**src/homing_cfg.svh**
```systemverilog
// Offsets, reset values, limits and timing counts of the homing sequencer
`ifndef HOMING_CFG_SVH
`define HOMING_CFG_SVH
// Register indices on the plain register port
`define A_START_SEL   4'h0
`define A_METHOD      4'h1
`define A_FAST_SPEED  4'h2
`define A_SLOW_SPEED  4'h3
`define A_RAMP_TIME   4'h4
`define A_TIMEOUT     4'h5
`define A_OFFSET      4'h6
`define A_CTRL        4'h7
`define A_STATUS      4'h8
`define A_STOP_POS    4'h9
`define A_ZERO_POS    4'hA
// Reset values
`define R_START_SEL   16'h0000
`define R_METHOD      16'h0000
`define R_FAST_SPEED  16'h012C
`define R_SLOW_SPEED  16'h003C
`define R_RAMP_TIME   16'h0032
`define R_TIMEOUT     16'hFFFF
`define R_OFFSET      32'h0000_0000
// Legal ranges, applied on write
`define MAX_START_SEL 16'h0002
`define MAX_METHOD    16'h0023
`define MAX_FAST      16'h0BB8
`define MAX_SLOW      16'h012C
`define MAX_RAMP      16'h03E8
`define MIN_TIMEOUT   16'h0064
// Control and status bit positions
`define CTRL_CAPTURE  0
`define ST_BUSY       0
`define ST_DONE       1
`define ST_TIMEOUT    2
`define ST_BAD_METHOD 3
`define ST_STATE_LSB  4
// Timing: clock period and the microsecond and millisecond time bases
`define CLK_PERIOD_NS 10
`define US_NS         1000
`define CYC_PER_US    (`US_NS / `CLK_PERIOD_NS)
`define US_PER_MS     1000
`endif

```
**src/homing_pkg.sv**
```systemverilog
// Types shared by the homing sequencer modules
package homing_pkg;
   typedef logic signed [15:0] speed_t;
   // Sequencer states
   typedef enum logic [2:0] {
      ST_IDLE  = 3'b000,
      ST_FAST  = 3'b001,
      ST_SEEK  = 3'b010,
      ST_INDEX = 3'b011,
      ST_STOP  = 3'b100
   } hstate_t;
   // Which switch acts as the deceleration point
   typedef enum logic [1:0] {
      SW_REV  = 2'b00,
      SW_FWD  = 2'b01,
      SW_HOME = 2'b10
   } sw_sel_t;
   // Machine inputs that travel together
   typedef struct packed {
      logic reverse_limit_input;
      logic forward_limit_input;
      logic home_switch_input;
      logic index_pulse;
   } sw_in_t;
   // Search plan worked out at start
   typedef struct packed {
      logic    fast_en;
      logic    fast_rev;
      logic    fast_rise;
      logic    slow_rev;
      logic    qual_rise;
      sw_sel_t sel;
   } plan_t;
endpackage : homing_pkg

```
**src/homing_timer.sv**
```systemverilog
// Microsecond tick divider and millisecond homing timeout counter
`timescale 1ns/100ps
`default_nettype none
`include "homing_cfg.svh"
module homing_timer #(
   parameter int CYC_US = `CYC_PER_US,
   parameter int US_MS  = `US_PER_MS
) (
   input  wire logic        clk,
   input  wire logic        nrst,
   input  wire logic        run,
   input  wire logic [15:0] limit_ms,
   output logic             us_tick,
   output logic             expired
);
   logic [15:0] us_cnt_r;
   logic [15:0] ms_div_r;
   logic [15:0] ms_cnt_r;

   // Free running divider, one-cycle enable each microsecond
   always_ff @(posedge clk or negedge nrst) begin
      if (!nrst) begin
         us_cnt_r <= 16'h0000;
         us_tick  <= 1'b0;
      end else begin
         us_tick  <= (us_cnt_r == 16'(CYC_US - 1));
         us_cnt_r <= (us_cnt_r == 16'(CYC_US - 1)) ? 16'h0000 : us_cnt_r + 16'h0001;
      end
   end

   // Elapsed milliseconds; cleared whenever the search is not running
   always_ff @(posedge clk or negedge nrst) begin
      if (!nrst) begin
         ms_div_r <= 16'h0000;
         ms_cnt_r <= 16'h0000;
         expired  <= 1'b0;
      end else if (!run) begin
         ms_div_r <= 16'h0000;
         ms_cnt_r <= 16'h0000;
         expired  <= 1'b0;
      end else begin
         if (us_tick) begin
            if (ms_div_r == 16'(US_MS - 1)) begin
               ms_div_r <= 16'h0000;
               if (ms_cnt_r != 16'hFFFF) ms_cnt_r <= ms_cnt_r + 16'h0001;
            end else begin
               ms_div_r <= ms_div_r + 16'h0001;
            end
         end
         expired <= (ms_cnt_r >= limit_ms);
      end
   end
endmodule : homing_timer
`default_nettype wire

```
**src/homing_ramp.sv**
```systemverilog
// Speed ramp: one rpm step per programmed number of microseconds
`timescale 1ns/100ps
`default_nettype none
`include "homing_cfg.svh"
module homing_ramp
   import homing_pkg::*;
(
   input  wire logic        clk,
   input  wire logic        nrst,
   input  wire logic        us_tick,
   input  wire logic [15:0] step_us,
   input  wire speed_t      target,
   output speed_t           speed
);
   logic [15:0] cnt_r;

   // Ramp time T ms per 1000 rpm gives one rpm every T microseconds
   always_ff @(posedge clk or negedge nrst) begin
      if (!nrst) begin
         cnt_r <= 16'h0000;
         speed <= '0;
      end else if (speed == target) begin
         cnt_r <= 16'h0000;
      end else if (us_tick) begin
         if (cnt_r + 16'h0001 >= step_us) begin
            cnt_r <= 16'h0000;
            speed <= (target > speed) ? speed + 16'sd1 : speed - 16'sd1;
         end else begin
            cnt_r <= cnt_r + 16'h0001;
         end
      end
   end
endmodule : homing_ramp
`default_nettype wire

```
**src/homing_sequencer.sv**
```systemverilog
// Homing sequencer: registers, start logic, search state machine
//
// How it works
// - Stop position is origin, zero plus offset
// - Start selector: off, first servo-on, input
// - Method number 0 to 35 accepted; only 1 to 5 select a search
// - Fast search speed 1 to 3000 rpm
// - Slow search speed 1 to 300 rpm
// - Ramp time per 1000 rpm, 1 to 1000
// - Capture copies encoder position into offset
// - Method 1 clear: fast reverse, slow forward
// - Method 1 set: slow forward, fall, index
// - Method 2 clear: fast forward, slow reverse
// - Method 2 set: slow reverse, fall, index
// - Method 3 clear: fast forward, reverse, index
// - Method 3 set: slow reverse, fall, index
// - Method 4 clear: slow forward, rise, index
// - Method 4 set: fast reverse, forward, rise
// - Method 5 clear: fast reverse, slow forward
// - Method 5 set: slow forward, fall, index
//
// The address-and-strobe port and the register offsets are this design's own decisions.
`timescale 1ns/100ps
`default_nettype none
`include "homing_cfg.svh"
module homing_sequencer
   import homing_pkg::*;
(
   input  wire logic        clk,
   input  wire logic        nrst,
   input  wire logic [3:0]  reg_addr,
   input  wire logic [31:0] reg_wdata,
   input  wire logic        reg_wr,
   input  wire logic        reg_rd,
   output logic [31:0]      reg_rdata,
   input  wire logic        servo_on,
   input  wire logic        homing_di,
   input  wire sw_in_t      sw,
   input  wire logic [31:0] multiturn_position_readout,
   output speed_t           motor_speed,
   output logic             homing_busy,
   output logic             homing_done,
   output logic             homing_error,
   output logic [31:0]      origin_zero_pos
);

   // ****************************************
   // Helper functions
   // ****************************************

   // Limit a written value to its legal range
   function automatic logic [15:0] clamp16(input logic [15:0] v,
                                           input logic [15:0] lo,
                                           input logic [15:0] hi);
      clamp16 = (v < lo) ? lo : ((v > hi) ? hi : v);
   endfunction : clamp16

   // Level of the switch chosen as deceleration point
   function automatic logic pick(input sw_sel_t s, input sw_in_t v);
      case (s)
         SW_REV:  pick = v.reverse_limit_input;
         SW_FWD:  pick = v.forward_limit_input;
         default: pick = v.home_switch_input;
      endcase
   endfunction : pick

   // Only methods 1 to 5 have a search sequence here
   function automatic logic method_ok(input logic [15:0] m);
      method_ok = (m >= 16'h0001) && (m <= 16'h0005);
   endfunction : method_ok

   // Search plan from method and switch levels seen at start
   function automatic plan_t plan_of(input logic [15:0] m, input sw_in_t v);
      plan_t p;
      p = '0;
      case (m)
         16'h0001: begin
            p.sel       = SW_REV;
            p.fast_en   = !v.reverse_limit_input;
            p.fast_rev  = 1'b1;
            p.fast_rise = 1'b1;
            p.slow_rev  = 1'b0;
            p.qual_rise = 1'b0;
         end
         16'h0002: begin
            p.sel       = SW_FWD;
            p.fast_en   = !v.forward_limit_input;
            p.fast_rev  = 1'b0;
            p.fast_rise = 1'b1;
            p.slow_rev  = 1'b1;
            p.qual_rise = 1'b0;
         end
         16'h0003: begin
            p.sel       = SW_HOME;
            p.fast_en   = !v.home_switch_input;
            p.fast_rev  = 1'b0;
            p.fast_rise = 1'b1;
            p.slow_rev  = 1'b1;
            p.qual_rise = 1'b0;
         end
         16'h0004: begin
            p.sel       = SW_HOME;
            p.fast_en   = v.home_switch_input;
            p.fast_rev  = 1'b1;
            p.fast_rise = 1'b0;
            p.slow_rev  = 1'b0;
            p.qual_rise = 1'b1;
         end
         16'h0005: begin
            p.sel       = SW_HOME;
            p.fast_en   = !v.home_switch_input;
            p.fast_rev  = 1'b1;
            p.fast_rise = 1'b1;
            p.slow_rev  = 1'b0;
            p.qual_rise = 1'b0;
         end
         default: p = '0;
      endcase
      return p;
   endfunction : plan_of

   // ****************************************
   // Registers and state
   // ****************************************

   logic [15:0] start_sel_r;
   logic [15:0] method_r;
   logic [15:0] fast_speed_r;
   logic [15:0] slow_speed_r;
   logic [15:0] ramp_time_r;
   logic [15:0] timeout_r;
   logic [31:0] offset_r;
   logic [31:0] stop_pos_r;
   hstate_t     state_r;
   plan_t       plan_r;
   plan_t       plan_start;
   sw_in_t      sw_prev_r;
   logic        servo_prev_r;
   logic        di_prev_r;
   logic        first_on_seen_r;
   logic        bad_method_r;
   logic        timeout_err_r;
   speed_t      target_r;
   logic        us_tick;
   logic        expired;
   logic        run;
   logic        servo_rise;
   logic        di_rise;
   logic        start_req;
   logic        sel_now;
   logic        sel_prev;
   logic        fast_edge;
   logic        qual_edge;
   logic        capture;

   // ****************************************
   // Register writes
   // ****************************************

   // Configuration; out-of-range writes are pulled into range
   always_ff @(posedge clk or negedge nrst) begin
      if (!nrst) begin
         start_sel_r  <= `R_START_SEL;
         method_r     <= `R_METHOD;
         fast_speed_r <= `R_FAST_SPEED;
         slow_speed_r <= `R_SLOW_SPEED;
         ramp_time_r  <= `R_RAMP_TIME;
         timeout_r    <= `R_TIMEOUT;
      end else if (reg_wr) begin
         case (reg_addr)
            `A_START_SEL:
               start_sel_r  <= clamp16(reg_wdata[15:0], 16'h0000, `MAX_START_SEL);
            `A_METHOD:
               method_r     <= clamp16(reg_wdata[15:0], 16'h0000, `MAX_METHOD);
            `A_FAST_SPEED:
               fast_speed_r <= clamp16(reg_wdata[15:0], 16'h0001, `MAX_FAST);
            `A_SLOW_SPEED:
               slow_speed_r <= clamp16(reg_wdata[15:0], 16'h0001, `MAX_SLOW);
            `A_RAMP_TIME:
               ramp_time_r  <= clamp16(reg_wdata[15:0], 16'h0001, `MAX_RAMP);
            `A_TIMEOUT:
               timeout_r    <= clamp16(reg_wdata[15:0], `MIN_TIMEOUT, 16'hFFFF);
            default: ;
         endcase
      end
   end

   // Writing 1 to the capture bit takes the live encoder position
   assign capture = reg_wr && (reg_addr == `A_CTRL) && reg_wdata[`CTRL_CAPTURE];

   // Origin offset: plain write, or capture of the encoder position
   always_ff @(posedge clk or negedge nrst) begin
      if (!nrst) begin
         offset_r <= `R_OFFSET;
      end else if (capture) begin
         offset_r <= multiturn_position_readout;
      end else if (reg_wr && (reg_addr == `A_OFFSET)) begin
         offset_r <= reg_wdata;
      end
   end

   // ****************************************
   // Register reads
   // ****************************************

   // Read data stand in the cycle after the strobe only
   always_ff @(posedge clk or negedge nrst) begin
      if (!nrst) begin
         reg_rdata <= 32'h0000_0000;
      end else if (!reg_rd) begin
         reg_rdata <= 32'h0000_0000;
      end else begin
         case (reg_addr)
            `A_START_SEL:  reg_rdata <= {16'h0000, start_sel_r};
            `A_METHOD:     reg_rdata <= {16'h0000, method_r};
            `A_FAST_SPEED: reg_rdata <= {16'h0000, fast_speed_r};
            `A_SLOW_SPEED: reg_rdata <= {16'h0000, slow_speed_r};
            `A_RAMP_TIME:  reg_rdata <= {16'h0000, ramp_time_r};
            `A_TIMEOUT:    reg_rdata <= {16'h0000, timeout_r};
            `A_OFFSET:     reg_rdata <= offset_r;
            `A_STATUS: begin
               reg_rdata <= {25'h0000000, state_r, bad_method_r,
                             timeout_err_r, homing_done, homing_busy};
            end
            `A_STOP_POS:   reg_rdata <= stop_pos_r;
            `A_ZERO_POS:   reg_rdata <= origin_zero_pos;
            default:       reg_rdata <= 32'h0000_0000;
         endcase
      end
   end

   // ****************************************
   // Start detection
   // ****************************************

   // Previous levels for edge detection of the switch, servo-on and start inputs
   always_ff @(posedge clk or negedge nrst) begin
      if (!nrst) begin
         sw_prev_r    <= '0;
         servo_prev_r <= 1'b0;
         di_prev_r    <= 1'b0;
      end else begin
         sw_prev_r    <= sw;
         servo_prev_r <= servo_on;
         di_prev_r    <= homing_di;
      end
   end

   assign servo_rise = servo_on && !servo_prev_r;
   assign di_rise    = homing_di && !di_prev_r;

   // Only the very first servo-on after reset may start homing in mode 1
   always_ff @(posedge clk or negedge nrst) begin
      if (!nrst) begin
         first_on_seen_r <= 1'b0;
      end else if (servo_rise) begin
         first_on_seen_r <= 1'b1;
      end
   end

   // Start requests are ignored while a search is in progress
   assign start_req = (state_r == ST_IDLE) && servo_on &&
                      (((start_sel_r == 16'h0001) && servo_rise && !first_on_seen_r) ||
                       ((start_sel_r == 16'h0002) && di_rise));

   // ****************************************
   // Edge qualification
   // ****************************************

   assign plan_start = plan_of(method_r, sw);
   assign sel_now   = pick(plan_r.sel, sw);
   assign sel_prev  = pick(plan_r.sel, sw_prev_r);
   assign fast_edge = plan_r.fast_rise ? (sel_now && !sel_prev) : (!sel_now && sel_prev);
   assign qual_edge = plan_r.qual_rise ? (sel_now && !sel_prev) : (!sel_now && sel_prev);

   // Timeout counts only while the motor is searching
   assign run = (state_r == ST_FAST) || (state_r == ST_SEEK) || (state_r == ST_INDEX);

   // ****************************************
   // Search state machine
   // ****************************************

   // Ramp to zero speed before going idle; done and the origin are taken at the index pulse, while still moving
   always_ff @(posedge clk or negedge nrst) begin
      if (!nrst) begin
         state_r <= ST_IDLE;
         plan_r  <= '0;
      end else begin
         case (state_r)
            ST_IDLE: begin
               if (start_req && method_ok(method_r)) begin
                  plan_r  <= plan_start;
                  state_r <= plan_start.fast_en ? ST_FAST : ST_SEEK;
               end
            end
            ST_FAST: begin
               if (expired || !servo_on) state_r <= ST_STOP;
               else if (fast_edge) state_r <= ST_SEEK;
            end
            ST_SEEK: begin
               if (expired || !servo_on) state_r <= ST_STOP;
               else if (qual_edge) state_r <= ST_INDEX;
            end
            ST_INDEX: begin
               if (expired || !servo_on) state_r <= ST_STOP;
               else if (sw.index_pulse) state_r <= ST_STOP;
            end
            ST_STOP: begin
               if ((motor_speed == 16'sd0) && (target_r == 16'sd0)) state_r <= ST_IDLE;
            end
            default: state_r <= ST_IDLE;
         endcase
      end
   end

   // Speed demand; direction reversal passes through zero on the ramp
   always_ff @(posedge clk or negedge nrst) begin
      if (!nrst) begin
         target_r <= '0;
      end else begin
         case (state_r)
            ST_FAST: begin
               target_r <= plan_r.fast_rev ? -$signed(fast_speed_r) : $signed(fast_speed_r);
            end
            ST_SEEK, ST_INDEX: begin
               target_r <= plan_r.slow_rev ? -$signed(slow_speed_r) : $signed(slow_speed_r);
            end
            default: target_r <= '0;
         endcase
      end
   end

   // ****************************************
   // Result and status flags
   // ****************************************

   // Stop position taken on the qualifying index pulse
   always_ff @(posedge clk or negedge nrst) begin
      if (!nrst) begin
         stop_pos_r      <= 32'h0000_0000;
         origin_zero_pos <= 32'h0000_0000;
      end else if ((state_r == ST_INDEX) && sw.index_pulse && !expired && servo_on) begin
         stop_pos_r      <= multiturn_position_readout;
         origin_zero_pos <= multiturn_position_readout - offset_r;
      end
   end

   // Busy, done and error flags; a new start clears the timeout error, and clears done only for a supported method
   always_ff @(posedge clk or negedge nrst) begin
      if (!nrst) begin
         homing_busy   <= 1'b0;
         homing_done   <= 1'b0;
         timeout_err_r <= 1'b0;
         bad_method_r  <= 1'b0;
      end else begin
         if (start_req) begin
            homing_busy   <= method_ok(method_r);
            if (method_ok(method_r)) homing_done <= 1'b0;
            timeout_err_r <= 1'b0;
            bad_method_r  <= !method_ok(method_r);
         end else if ((state_r == ST_STOP) && (motor_speed == 16'sd0) &&
                      (target_r == 16'sd0)) begin
            homing_busy <= 1'b0;
         end
         if (run && expired) timeout_err_r <= 1'b1;
         if ((state_r == ST_INDEX) && sw.index_pulse && !expired && servo_on) begin
            homing_done <= 1'b1;
         end
      end
   end

   // Error output collects timeout and unsupported method
   always_ff @(posedge clk or negedge nrst) begin
      if (!nrst) homing_error <= 1'b0;
      else homing_error <= timeout_err_r || bad_method_r;
   end

   // ****************************************
   // Time base and speed ramp
   // ****************************************

   homing_timer u_timer (
      .clk      (clk),
      .nrst     (nrst),
      .run      (run),
      .limit_ms (timeout_r),
      .us_tick  (us_tick),
      .expired  (expired)
   );

   // Ramp applies to every speed change during homing
   homing_ramp u_ramp (
      .clk     (clk),
      .nrst    (nrst),
      .us_tick (us_tick),
      .step_us (ramp_time_r),
      .target  (target_r),
      .speed   (motor_speed)
   );

endmodule : homing_sequencer
`default_nettype wire

```
**config.mk**
```make
export PLATFORM = sky130hd
export DESIGN_NAME = homing_sequencer
export DESIGN_NICKNAME = d
export VERILOG_FILES = /design/src/homing_pkg.sv /design/src/homing_timer.sv /design/src/homing_ramp.sv /design/src/homing_sequencer.sv
export VERILOG_INCLUDE_DIRS = /design/src /design/src/src
export SDC_FILE = /design/constraint.sdc
export NUM_CORES = 1
export LEC_CHECK = 0
export ABC_AREA = 0
export BUFFER_PORTS_ARGS = -buffer_cell sky130_fd_sc_hd__buf_2
export CAP_MARGIN = 20
export CORE_UTILIZATION = 24
export DETAILED_ROUTE_END_ITERATION = 16
export GPL_ROUTABILITY_DRIVEN = 0
export HOLD_SLACK_MARGIN = 0.12
export PLACE_DENSITY_LB_ADDON = 0.3
export SETUP_SLACK_MARGIN = 0.1
export SYNTH_ARGS = -nofsm -noshare
export SYNTH_HDL_FRONTEND = slang
export SYNTH_SLANG_ARGS = --single-unit
```
**constraint.sdc**
```tcl
create_clock -name clk -period 9.4 [get_ports clk]
set_input_delay 1.88 -clock clk [delete_from_list [all_inputs] [get_ports clk]]
set_output_delay 1.88 -clock clk [all_outputs]
set_load 0.05 [all_outputs]
```
## After elaboration in Yosys (flattened, before gate mapping)

Index checks and enable logic that the tools add are counted.

- Register bits after elaboration: 342
- Bits of input ports: 78
- Output and inout bits: 83
- Logic and storage cells: 207

- $add $sub $neg: 9
- $lt $le $gt $ge: 14
- Equal/unequal tests: 34
- Mux-type cells: 54
- Bitwise operators: 1
- Reductions and logical operators: 60

Operators by type and width:

| cell | number |
|---|---|
| $mux W16 | 26 |
| $pmux W32 S10 | 1 |
| $mux W32 | 3 |
| $add A16 B1 Y16 const B | 4 |
| $eq A16 B2 Y1 const B | 3 |
| $pmux W7 S5 | 1 |
| $eq A16 B1 Y1 const B | 2 |
| $eq A16 B3 Y1 const B | 2 |
| $ge A16 B16 Y1 | 2 |
| $logic_not A16 Y1 | 2 |
| $lt A16 B1 Y1 const B | 2 |
| $neg A16 Y16 | 2 |
| $pmux W16 S2 | 1 |
| $sub A32 B32 Y32 | 1 |
| $mux W3 | 8 |
| $logic_and A1 B1 Y1 | 21 |
| $add A16 B2 Y16 const B | 1 |
| $eq A16 B10 Y1 const B | 1 |
| $eq A16 B16 Y1 | 1 |
| $eq A16 B7 Y1 const B | 1 |
| $eq A4 B3 Y1 const B | 4 |
| $ge A16 B1 Y1 const B | 1 |
| $gt A16 B10 Y1 const B | 1 |
| $gt A16 B12 Y1 const B | 1 |
| other kinds (35) | 80 |

## Longest topological paths before layout

- Depth after elaboration: 9
- Gate-level depth with buffers: 19
- Mapped depth without buffers: 19

## Hierarchy

A second synthesis with hierarchy kept.

- Cells, all modules: 2109
- Area, all modules: 19651.3 µm²

Modules (own cells, without submodules):

| module | times used | cells an instance | area each (µm²) | sequential area each (µm²) |
|---|---|---|---|---|
| homing_sequencer | 1 | 1434 | 13554.2 | 6540.0 |
| homing_ramp | 1 | 347 | 3052.9 | 800.8 |
| homing_timer | 1 | 328 | 3044.2 | 1251.2 |

## Worst setup path after synthesis

OpenSTA, ideal clock, no wires.

- Path type: register to register
- Start point: reg u_ramp.speed[1]
- End point: reg u_ramp.speed[15]
- Setup time: 142 ps
- Data arrival time: 4596 ps
- Data required time: 9258 ps
- Path slack: 4662 ps
- Cell stages (with the launch flop): 19
- Buffers on the path: 0
- Period minus slack after synthesis: 4738 ps
- Cell sequence: dfrtp_1 inv_1 ha_1 nor2b_1 o211a_1 a2111oi_0 nor2_1 nor4b_1 a211o_1 ha_1 and3_1 o21ai_0 a31oi_1 a2111oi_0 o31ai_1 a21oi_1 xnor2_1 nand2_1 xnor2_1

- Cells in the longest elaborated chain, start to end: 3
- Elaborated cells between the ends (all ways): 7
- Those cells by class: add/sub: 2; order compare: 1; eq/ne: 1; mux: 1; bitwise: 1; reduce/logical: 1

Ends and longest elaborated chain:

| item | line | RTL |
|---|---|---|
| from (decl) | homing_ramp.sv:13 | `output speed_t speed` |
| from (signal assigned) | homing_ramp.sv:27 | `speed <= (target > speed) ? speed + 16'sd1 : speed - 16'sd1;` |
| parallel branches: the longest is 3 deep, another holds $sub A16 B2 Y16 | n/a |  |

Several ways; the timed one is not identified.
A chain may end at the register's enable or synchronous reset.

## Worst setup path after layout

- Start point: reg u_ramp.speed[5]
- End point: reg u_ramp.speed[15]

Same word-level chain as after synthesis.

==> summary.md <==
Summed over all cells, the static leakage comes to 10.3 nW. The number of buffers inserted by post-CTS setup repair was 0; the highest fanout seen on the critical path was 19. In the final timing run, aggregate negative setup slack is 0 ps.

The run finished with clean final reports. Most frequently used flop master after synthesis: dfrtp_1. The number of global-route vias before repair came out at 15,800. The buffer type at the clock tree root is clkbuf_16.

Traced cell by cell, the critical path runs through inv_1 > ha_1 > a211oi_1 > o21ai_0 > a2111oi_0 > nor2_1 > nor4b_1 > a211o_1 > ha_1 > and3_1 > o21ai_0 > a31oi_1 > a2111oi_0 > o31ai_1 > a21oi_1 > xnor2_1 > nand2_1 > xnor2_1. The tightest min-delay check is of the register to register type. Summed over all layers, the routed wires come to 64,000 microns.

For this run, the number of Yosys warnings is 0. The share of the clock period used by the worst path after layout works out to 0.561. The smallest clock period supported by the final layout is computed as 5270 ps. The tools report the number of gates resized after CTS as 0. 161 I/O pins were placed. The number of pins exceeding their max-slew limit in the final report was 0. Entering global routing, the biggest net connects 97 pins. The via total after detailed routing came out at 15,900. The first routing iteration left 1,518 violations.

The die is 282 microns tall. In this run the cell area measured after placement is 0.0209 sq mm. The floorplan step defined a core boundary enclosing 0.0776 sq mm. Number of synthesized register bits: 342. The endpoint type of the worst setup path was a register.

The initial standard-cell utilization of the core was 0.243; the average cell area after synthesis was 9.67 sq um. Setup violations remaining at the end of the flow were counted as 0. Hold-critical path depth: 1.

The run gives 0.0223 sq mm as the total non-filler cell area in the finished layout. The die covers 0.0798 sq mm. The count of buffers from port buffering works out to 160.

The tool flagged a number of max-cap violations equal to 0. The share of layout cells above drive strength 1 is 0.165, and the delay of the slowest critical-path stage is 760 ps. The worst-case IR drop observed on VDD is 130 uV. The measured slew at the worst slew-check pin was 1040 ps. The count of nets left with antenna violations once routing finished came out at 0. The post-route core utilization was 0.288; the clock-pin slew of the registers on the worst-case setup and hold paths was 60 ps. Power spread over the standard cell area amounts to 247 mW/mm^2. The global router's overall resource usage was 0.161; the count of cell types in the netlist was 77. The logs give 0.455 for the portion of the post-synthesis area used by sequential elements and 0 for the count of hold-fix buffers inserted at cts.

The maximum level of the CTS H-tree is 2. The clock sink count is 342. Synthesis produced a netlist whose cell count is 1,952. The clock passes through at most 3 buffers. The first global-routing pass estimated 98,200 microns of wire. TritonCTS built the clock tree. The worst setup path is of the register to register kind. Counting flops with a built-in enable in the synthesized netlist gives 0.

Dividing the detail-routed via count by the number of cells gives 5.03. The proportion of register bits with asynchronous set or reset after synthesis was 1.00; the post-route clock skew was 24.1 ps. The TritonCTS buffer count is 42.

The summed instance area of the synthesized netlist was 0.0189 sq mm; the worst reg-to-reg setup slack was 4130 ps. Summed over all nets, the half-perimeter wirelength after detailed placement is 47,100 microns. The hold violation count in the final report was 0. Clock latency on the worst-skew pair, taken at its later pin, is 580 ps. Cell type of the slowest stage on the worst timing path: a2111oi_0.

For the arrival time of data at the critical path endpoint, the log shows 5720 ps. Setup repair after global routing left no endpoint under its margin. Worst reg-to-reg path cell count: 18. The area added between synthesis and finish works out to 18.3%. For the post-synth net total, the log shows 2,134. The logs give 19 for the initial antenna violation count and 102 for the number of rows created at floorplan. The first detailed-routing pass ran for 7 iterations.

The total number of nets in the final design is 2,270, and the width of the die is 282 microns. STA puts the critical path data required time at 9850 ps. The maximum clock frequency was 0.190 GHz. Summed over all layers, the global routing overflow is 0. The DRC violation count after routing came out at 0. STA classifies the critical path startpoint as a register. The tools report the worst slew margin relative to its limit as 0.302. In the final routed layout, each cell accounts on average for 20.2 microns.
## final timing paths
path                                              from                             end
max                        u_ramp.speed[5]$_DFFE_PN0P_    u_ramp.speed[15]$_DFFE_PN0P_
min                        first_on_seen_r$_DFFE_PN0P_     first_on_seen_r$_DFFE_PN0P_
max reg2reg                u_ramp.speed[5]$_DFFE_PN0P_    u_ramp.speed[15]$_DFFE_PN0P_
min reg2reg                first_on_seen_r$_DFFE_PN0P_     first_on_seen_r$_DFFE_PN0P_
max in group asynchronous                         nrst         reg_rdata[30]$_DFF_PN0_
min in group asynchronous                         nrst  u_timer.us_cnt_r[12]$_DFF_PN0_
## synthesized netlist by cell type (all sizes together), types with 19 or more instances
library cell,number,share of area
mux2i,39,0.021
a222oi,24,0.013
mux2,43,0.026
a221oi,27,0.013
nand2,204,0.041
ha,102,0.068
dfrtp,315,0.42
nor2,126,0.025
a31oi,22,0.0073
a22o,47,0.022
nand2b,20,0.0066
nand4,19,0.0066
xor2,58,0.027
xnor2,60,0.028
nor3,47,0.013
inv,117,0.023
nand3,36,0.0098
nor4,25,0.0097
clkbuf,76,0.015
dfstp,27,0.038
o21ai,156,0.041
a22oi,21,0.0084
o31ai,20,0.0082
and2,42,0.014
a21oi,76,0.020
a21o,27,0.011
## stage by stage
step	instances	power (mW)	setup WS, ps	hold WS [ps]
global placement	3083	3.76	4200	441
detailed placement	3084	3.81	4170	454
global route	3162	5.84	3710	496
floorplan	1952	3.22	4660	428
finish	3163	5.52	4130	472
CTS	3161	5.56	4150	467
## report_power, final
group	leakage [nW]	switching [mW]	total [mW]	internal [mW]
Clock	0.716	0.674	1.72	1.04
Combinational	5.19	1.13	1.74	0.608
Sequential	4.42	0.301	2.06	1.76
## cell usage in the layout (no fill, tap or decap), types with 42 or more instances in the layout
cell type,count
ha_1,102
a22o_1,47
mux2_2,43
dfrtp_1,315
xor2_1,58
nand2_1,203
clkbuf_16,42
buf_2,159
and2_1,42
inv_1,117
nor3_1,42
o21ai_0,151
a21oi_1,76
xnor2_1,60
nor2_1,123
## cell families (layout without fill, tap and decap cells)
logic type,after synthesis,in the layout,synth area share
AND/OR/NAND/NOR,604,604,0.157
AO/OA/AOI/OAI,496,496,0.175
flip-flops,342,342,0.455
buffers and inverters,205,374,0.0411
XOR/XNOR,118,118,0.0548
adder cells (fa/ha/maj),105,105,0.0703
multiplexers,82,82,0.0463
other,0,2,0
## critical path: cells and delay by family (launching register included)
| family | cells | cell delay, ps |
|---|---|---|
| AOI/OAI and AO/OA | 9 | 2920 |
| xor gates and xnor gates | 2 | 270 |
| adders and majority gates | 2 | 710 |
| buffers and inverters | 1 | 100 |
| DFF | 1 | 460 |
| and+or+nand+nor | 4 | 680 |
## flip-flops by register name, summed over array words and instances, names as in the netlist, 32 cells and up
signal / cells
offset_r: 32
origin_zero_pos: 32
reg_rdata: 32
stop_pos_r: 32
## area by class of cell
| cell class | instances | area, sq um |
|---|---|---|
| Clock buffer | 62 | 1230 |
| Tap cell | 1040 | 1300 |
| Fill cell | 8226 | 55300 |
| Clock inverter | 15 | 223 |
| Inverter | 117 | 439 |
| Sequential cell | 342 | 8590 |
| Multi-Input combinational cell | 1405 | 9560 |
| Timing Repair Buffer | 180 | 981 |
| Antenna cell | 2 | 5.00 |
## layer usage
metal	global-route usage	wire length [microns]	up-vias
met2	0.240	27400	582
met1	0.231	29700	7913
li1	-	-	7301
met4	0.0446	1380	6
met3	0.0366	5540	95
met5	0	35	-
No activity file was read; power rests on OpenSTA's default activity.
